<file path="src/ttm_pkg.sv">
// Behaviour
// One sticky trip status bit per zone
// Two consecutive over-limit cycles before trip
// Three 8-bit trip limits, reset 7Fh
// Trip limits independent of high limits
// Trip output needs zone enable and exceed
// Global trip-pin control bit 1 gates output
// Status holds until software writes one
// Write-one clears only when trip inactive
// Status cleared on power-good rising edge
// Lock makes limits and enables read-only
// Ambient bit0, remote one bit1, remote two bit2
// Software keeps reserved registers at defaults
// Signed strictly-greater comparison of temperatures
package ttm_pkg;

  localparam int NZONE = 3;

  // Printed offsets are register indices; byte address is four times
  localparam logic [7:0] IDX_RSV_A    = 8'hbd;
  localparam logic [7:0] IDX_RSV_B    = 8'hbf;
  localparam logic [7:0] IDX_RSV_C    = 8'hc0;
  localparam logic [7:0] IDX_PIN_CTL  = 8'hc1;
  localparam logic [7:0] IDX_LIM_R1   = 8'hc4;
  localparam logic [7:0] IDX_LIM_R2   = 8'hc5;
  localparam logic [7:0] IDX_LIM_AMB  = 8'hc9;
  localparam logic [7:0] IDX_STATUS   = 8'hca;
  localparam logic [7:0] IDX_OUT_EN   = 8'hcb;
  localparam logic [7:0] IDX_IRQ_EN   = 8'hce;
  localparam logic [7:0] IDX_IRQ_STS  = 8'hcf;

  // Zone bit positions
  localparam int ZB_AMB = 0;
  localparam int ZB_R1  = 1;
  localparam int ZB_R2  = 2;

  // Field positions and resets
  localparam int         PIN_CTL_BIT  = 1;
  localparam logic [7:0] PIN_CTL_RST  = 8'h01;
  localparam logic [7:0] LIMIT_RST    = 8'h7f;
  localparam logic [7:0] RSV_RST      = 8'h00;
  localparam logic [2:0] ZONE_RST     = 3'h0;

  // Zone readings grouped together
  typedef struct packed {
    logic [7:0] rem_two;
    logic [7:0] rem_one;
    logic [7:0] ambient_zone;
  } ttm_temps_s;

  // Sampling state per zone
  typedef enum logic [2:0] {
    ST_BELOW = 3'b001,
    ST_ONCE  = 3'b010,
    ST_TRIP  = 3'b100
  } ttm_zone_e;

endpackage

</file>
<file path="src/thermal_trip_monitor.sv">
`timescale 1ns/1ns
module thermal_trip_monitor
  import ttm_pkg::*;
(
  // Clock, reset, enable
  input  wire logic        pclk,
  input  wire logic        presetn,
  input  wire logic        clk_en,
  // APB slave
  input  wire logic        psel,
  input  wire logic        penable,
  input  wire logic        pwrite,
  input  wire logic [11:0] paddr,
  input  wire logic [31:0] pwdata,
  input  wire logic [3:0]  pstrb,
  output logic      [31:0] prdata,
  output logic             pready,
  output logic             pslverr,
  // Monitor side
  input  wire ttm_temps_s  zone_temps,
  input  wire logic        monitor_cycle_done,
  input  wire logic        main_power_good,
  input  wire logic        lock_bit,
  // Outputs
  output logic             overtemp_trip_out_n,
  output logic             trip_irq
);

  logic [7:0]       pin_ctl_r;
  logic [7:0]       lim_r1_r;
  logic [7:0]       lim_r2_r;
  logic [7:0]       lim_amb_r;
  logic [7:0]       rsv_b_r;
  logic [7:0]       rsv_c_r;
  logic [2:0]       status_r;
  logic [2:0]       out_en_r;
  logic [2:0]       irq_en_r;
  logic [2:0]       irq_sts_r;
  logic             pgood_d_r;
  logic [2:0]       exceed;
  logic [2:0]       tripped;
  logic [2:0]       trip_active;
  logic [7:0]       zone_temp [NZONE];
  logic [7:0]       zone_lim  [NZONE];
  ttm_zone_e        zone_st_r [NZONE];
  logic             acc;
  logic             wr;
  logic             rd;
  logic [7:0]       idx;
  logic             idx_ok;
  logic             aligned;
  logic [7:0]       wbyte;
  logic [7:0]       rbyte;

  // Access decode; one wait-free access phase
  assign acc     = psel & penable & clk_en;
  assign idx     = paddr[9:2];
  assign aligned = (paddr[1:0] == 2'h0) && (paddr[11:10] == 2'h0);
  assign wbyte   = pwdata[7:0];
  assign idx_ok  = aligned && (idx == IDX_RSV_A || idx == IDX_RSV_B || idx == IDX_RSV_C
                   || idx == IDX_PIN_CTL || idx == IDX_LIM_R1 || idx == IDX_LIM_R2
                   || idx == IDX_LIM_AMB || idx == IDX_STATUS || idx == IDX_OUT_EN
                   || idx == IDX_IRQ_EN || idx == IDX_IRQ_STS);
  // Byte lane 0 must be strobed for a write to land
  assign wr      = acc & pwrite & idx_ok & pstrb[0];
  assign rd      = acc & ~pwrite & idx_ok;

  // Zone mapping of readings and limits
  assign zone_temp[ZB_AMB] = zone_temps.ambient_zone;
  assign zone_temp[ZB_R1]  = zone_temps.rem_one;
  assign zone_temp[ZB_R2]  = zone_temps.rem_two;
  assign zone_lim[ZB_AMB]  = lim_amb_r;
  assign zone_lim[ZB_R1]   = lim_r1_r;
  assign zone_lim[ZB_R2]   = lim_r2_r;

  // Per-zone comparison and qualification
  for (genvar z = 0; z < NZONE; z++)
  begin : g_zone
    // signed strict compare
    // own trip limit only
    assign exceed[z]  = $signed(zone_temp[z]) > $signed(zone_lim[z]);
    assign tripped[z] = (zone_st_r[z] == ST_TRIP);
    // enable gates zone
    assign trip_active[z] = tripped[z] & out_en_r[z];

    // two consecutive cycles
    always_ff @(posedge pclk or negedge presetn)
    begin
      if (!presetn)
        zone_st_r[z] <= ST_BELOW;
      else if (clk_en && monitor_cycle_done)
      begin
        case (zone_st_r[z])
          ST_BELOW: zone_st_r[z] <= exceed[z] ? ST_ONCE : ST_BELOW;
          ST_ONCE:  zone_st_r[z] <= exceed[z] ? ST_TRIP : ST_BELOW;
          ST_TRIP:  zone_st_r[z] <= exceed[z] ? ST_TRIP : ST_BELOW;
          default:  zone_st_r[z] <= ST_BELOW;
        endcase
      end
    end
  end

  // Power-good edge tracker
  always_ff @(posedge pclk or negedge presetn)
  begin
    if (!presetn)
      pgood_d_r <= 1'b0;
    else if (clk_en)
      pgood_d_r <= main_power_good;
  end

  // Trip status; set beats clear, power-good rise resets
  always_ff @(posedge pclk or negedge presetn)
  begin
    if (!presetn)
      status_r <= ZONE_RST;
    else if (clk_en)
    begin
      // power-good rise clears
      if (main_power_good && !pgood_d_r)
        status_r <= ZONE_RST;
      // sticky, W1C when inactive
      else if (wr && idx == IDX_STATUS)
        status_r <= (status_r & ~(wbyte[2:0] & ~tripped)) | tripped;
      else
        status_r <= status_r | tripped;
    end
  end

  // Control registers
  always_ff @(posedge pclk or negedge presetn)
  begin
    if (!presetn)
    begin
      pin_ctl_r <= PIN_CTL_RST;
      rsv_b_r   <= RSV_RST;
      rsv_c_r   <= RSV_RST;
      irq_en_r  <= ZONE_RST;
    end
    else if (wr)
    begin
      // reserved B and C stored as written
      if (idx == IDX_PIN_CTL)
        pin_ctl_r <= wbyte;
      if (idx == IDX_RSV_B)
        rsv_b_r <= wbyte;
      if (idx == IDX_RSV_C)
        rsv_c_r <= wbyte;
      if (idx == IDX_IRQ_EN)
        irq_en_r <= wbyte[2:0];
    end
  end

  // Lockable limits and enables
  always_ff @(posedge pclk or negedge presetn)
  begin
    if (!presetn)
    begin
      lim_r1_r  <= LIMIT_RST;
      lim_r2_r  <= LIMIT_RST;
      lim_amb_r <= LIMIT_RST;
      out_en_r  <= ZONE_RST;
    end
    // lock blocks writes
    else if (wr && !lock_bit)
    begin
      // limit registers
      if (idx == IDX_LIM_R1)
        lim_r1_r <= wbyte;
      if (idx == IDX_LIM_R2)
        lim_r2_r <= wbyte;
      if (idx == IDX_LIM_AMB)
        lim_amb_r <= wbyte;
      // zone bit order
      if (idx == IDX_OUT_EN)
        out_en_r <= wbyte[2:0];
    end
  end

  // Interrupt status, read-to-clear; new event wins over the clear
  always_ff @(posedge pclk or negedge presetn)
  begin
    if (!presetn)
      irq_sts_r <= ZONE_RST;
    else if (clk_en)
    begin
      if (rd && idx == IDX_IRQ_STS)
        irq_sts_r <= tripped & ~status_r;
      else
        irq_sts_r <= irq_sts_r | (tripped & ~status_r);
    end
  end

  // Registered outputs
  always_ff @(posedge pclk or negedge presetn)
  begin
    if (!presetn)
    begin
      overtemp_trip_out_n <= 1'b1;
      trip_irq            <= 1'b0;
    end
    else if (clk_en)
    begin
      // global pin control
      overtemp_trip_out_n <= ~(pin_ctl_r[PIN_CTL_BIT] & (|trip_active));
      trip_irq            <= |(irq_sts_r & irq_en_r);
    end
  end

  // Read mux
  always_comb
  begin
    rbyte = 8'h00;
    case (idx)
      IDX_RSV_B:   rbyte = rsv_b_r;
      IDX_RSV_C:   rbyte = rsv_c_r;
      IDX_PIN_CTL: rbyte = pin_ctl_r;
      IDX_LIM_R1:  rbyte = lim_r1_r;
      IDX_LIM_R2:  rbyte = lim_r2_r;
      IDX_LIM_AMB: rbyte = lim_amb_r;
      IDX_STATUS:  rbyte = {5'h00, status_r};
      IDX_OUT_EN:  rbyte = {5'h00, out_en_r};
      IDX_IRQ_EN:  rbyte = {5'h00, irq_en_r};
      IDX_IRQ_STS: rbyte = {5'h00, irq_sts_r};
      default:     rbyte = 8'h00;
    endcase
  end

  // APB answer: ready and data registered in the setup cycle
  always_ff @(posedge pclk or negedge presetn)
  begin
    if (!presetn)
    begin
      pready  <= 1'b0;
      pslverr <= 1'b0;
      prdata  <= 32'h0;
    end
    else if (clk_en)
    begin
      pready  <= psel & ~penable;
      pslverr <= psel & ~penable & ~idx_ok;
      prdata  <= (psel && !penable && !pwrite && idx_ok) ? {24'h0, rbyte} : 32'h0;
    end
  end

endmodule

</file>
<file path="config.mk">
export PLATFORM = sky130hd
export DESIGN_NAME = thermal_trip_monitor
export DESIGN_NICKNAME = d
export VERILOG_FILES = /design/src/ttm_pkg.sv /design/src/thermal_trip_monitor.sv
export SDC_FILE = /design/constraint.sdc
export NUM_CORES = 1
export LEC_CHECK = 0
export ABC_AREA = 1
export ABC_CLOCK_PERIOD_IN_PS = 4300
export BUFFER_PORTS_ARGS = -buffer_cell sky130_fd_sc_hd__clkbuf_2
export CORE_UTILIZATION = 35
export DETAILED_ROUTE_END_ITERATION = 16
export GPL_TIMING_DRIVEN = 0
export PLACE_DENSITY = 0.66
export SLEW_MARGIN = 20
export SYNTH_ARGS = -nofsm -noshare
export SYNTH_HDL_FRONTEND = slang
export SYNTH_SLANG_ARGS = --single-unit
</file>
<file path="constraint.sdc">
create_clock -name pclk -period 4.3 [get_ports pclk]
set_input_delay 0.215 -clock pclk [delete_from_list [all_inputs] [get_ports pclk]]
set_output_delay 0.215 -clock pclk [all_outputs]
set_load 0.02 [all_outputs]
</file>
==> metrics.txt <==
Initial Utilization=36.0%; register area share after synthesis=43.5%; Die ar.=14200 µm²; Peak VDD IR=0.155 mV; Slew @ Worst Pin=0.668 ns; status=finished, final reports clean; Num CTS Buffers=9; Max Cap Viol=0; Post-synth ARST share=100%; setup TNS=0 ns; gr usage total=18.2%; final worst clock skew=0.00575 ns; Synth Instances=606; PwrDens=328 nW/µm²; Setup CP Type=in2reg; GRT busiest layer=met2; Final Hold Fails=0; R2R Path Start=lim_r2_r[3]; commonest non-fill, non-tap cell in the layout=nand2_1; Core ar.=13300 µm²; Leakage=2.83 nW; antenna violations before repair=0; top-area cell type share of the netlist area=29.3%; Area contributors post-synth=dfrtp_1, dfstp_2, nand2_1, inv_1, ha_1; fin worst setup slack=2.33 ns; proportion of layout cells with a drive suffix above 1=22.7%; Clk Latency, worst-skew pair=0.35 ns; CTS HTree Levels=3; slowest CP cell=nor3_1; Tcrit/Tclk final=45.7%; drt drc=0; Post-synth EDFFs=0; CTS tree=built; CP cell instances=clkbuf_2 -> inv_1 -> nand2_1 -> nor2_4 -> nand2_2 -> nand2_1 -> nor2_1 -> nand2_1 -> nand2_2 -> inv_2 -> nand2_4 -> nor3_1 -> o21ai_0; endpoint type of the worst setup path=flip-flop; mux cell area share after synthesis=0%; Rows=42; GR Layer Usage met3=3.83%; vias in the first global route=3960; xor and xnor area share after synthesis=0.183%; Boundary Pins=117; Synth Warn #=0; routed length per instance=13.4 µm; CP startpoint=paddr[7]; Post-synth top flop=dfrtp_1; HP Class=in2reg; cell taking the most area after synthesis=dfrtp_1; pins over their slew limit=0; compound-cell area share of the yosys netlist=15.6%; synth unique cells=35; critical path peak fanout=10; Synth Area in Simple Gates=21.5%; RSZ-0062 raised after global routing=false; Die Height=119 µm; Area growth, synth to finish=19.8%; Detail Route Antenna Nets=0; GPL Wtd Cong=0.862; first-pass GRT wire length=19700 µm; post-DP HPWL=9080 µm; M2 GR Usage=29.1%; synthesized cell area=4790 µm²; number of synthesized register bits=82; grt met1 use=24.2%; f_max=0.509 GHz; Initial DRT Pass Iterations=4; PortBufs=64; CP most frequent cell=nand2_1; post-layout min period=1.97 ns; vias=4157; grt ovf=0; max_slew headroom=55.5%; number of inserted diodes=0; largest net degree at the start of global routing=83; pre-CTS setup slack=2.02 ns; HP Start=main_power_good; maximum buffer depth of the clock tree=2; main combinational cell family by area after synthesis=simple AND/OR/NAND/NOR gates; Critical Path AT=2.17 ns; Filler cells=1398; routed wire length=11900 µm; NumNets Final=810; post-CTS setup buffers=0; commonest cells after routing, fill and taps aside=nand2_1, inv_1, clkbuf_2, dfrtp_1, o21ai_0; syn_area_per_cell=7.91 µm²; die width=119 µm; root buf cell=clkbuf_16; Iteration-0 DRC Markers=329; CP Launch Type=input port; count of final setup violators=0; DR vias/cell=4.69; Worst Path Required=4.50 ns; Worst-path clk slew=0.06 ns; fraction of the mapped netlist area in adder cells=6.27%; slowest cell delay on critical path=0.51 ns; clock tree sinks=82
path summary, 6_finish.rpt:
path | endpoint | slack [ns] | cells past startpoint
hold / removal | pgood_d_r | 0.10 | 3
setup reg to reg | zone_st_r[1] | 2.38 | 8
max in group asynchronous | pgood_d_r | 3.36 | 2
setup / recovery | irq_en_r[1] | 2.33 | 13
hold reg to reg | overtemp_trip_out_n | 0.44 | 1
min in group asynchronous | rsv_b_r[2] | 0.46 | 2
routing by layer:
| layer | wire length, µm | up-vias |
|---|---|---|
| li1 | - | 2134 |
| met1 | 5750 | 1898 |
| met2 | 5340 | 111 |
| met3 | 592 | 14 |
| met4 | 191 | 0 |
| met5 | 0 | - |
cells by family (layout without fill, tap and decap cells):
| kind of cell | Yosys count | count (layout) |
|---|---|---|
| buffers and inverters | 132 | 213 |
| XOR/XNOR | 1 | 1 |
| AO/OA/AOI/OAI | 129 | 129 |
| AND/OR/NAND/NOR | 237 | 237 |
| adder cells (fa/ha/maj) | 24 | 24 |
| other | 1 | 24 |
| flip-flops | 82 | 82 |
where the power goes:
group / internal (mW) / switching, mW
Clock: 0.469 / 0.327
Sequential: 0.817 / 0.0287
Combinational: 0.0918 / 0.151
synthesized netlist by cell type (all sizes together) (15+ instances only):
cell type and count:
o22ai 25, a21oi 17, nand2 155, ha 24, nor2 37, nand3 15, dfrtp 56, buf 30
inv 99, nor3 15, dfstp 26, o21ai 70
critical path: cells and delay by family:
family	cells	cell delay, ns
buffers and inverters	3	0.25
and+or+nand+nor	9	1.54
AOI/OAI and AO/OA	1	0.16
state kept, by name, summed over array words and instances (netlist names):
register             flops
rsv_c_r                  8
pslverr                  1
pgood_d_r                1
pin_ctl_r                8
trip_irq                 1
irq_en_r                 3
overtemp_trip_out_n      1
status_r                 3
irq_sts_r                3
lim_r2_r                 8
lim_amb_r                8
pready                   1
rsv_b_r                  8
prdata                   8
out_en_r                 3
zone_st_r                9
lim_r1_r                 8
area by class of cell:
cell class                      instances  area, µm²  area share [%]
Multi-Input combinational cell        415       2180            38.0
Sequential cell                        82       2080            36.3
Inverter                               99        372            6.47
Timing Repair Buffer                   65        339            5.91
Clock buffer                           11        243            4.23
Buffer                                 33        240            4.18
Tap cell                              176        220            3.84
Clock inverter                          5       62.6            1.09
what timing repair did:
action	4_1_cts	5_1_grt
hold endpoints to repair	56	0
resized for setup	0	0
hold buffers	1	0
stage by stage:
| stage | hold slack [ns] | power (mW) | utilization, % | instances | cell area (µm²) |
|---|---|---|---|---|---|
| floorplan | -0.0806 | 1.01 | - | 629 | 4880 |
| global placement | 0.419 | 1.10 | 40.7 | 869 | 5420 |
| detailed placement | 0.308 | 1.10 | 40.8 | 869 | 5430 |
| CTS | 0.0926 | 1.90 | 43.2 | 886 | 5740 |
| global route | 0.108 | 1.97 | 43.2 | 886 | 5740 |
| finish | 0.101 | 1.88 | 43.2 | 886 | 5740 |
Power figures use the tool's default switching activity.
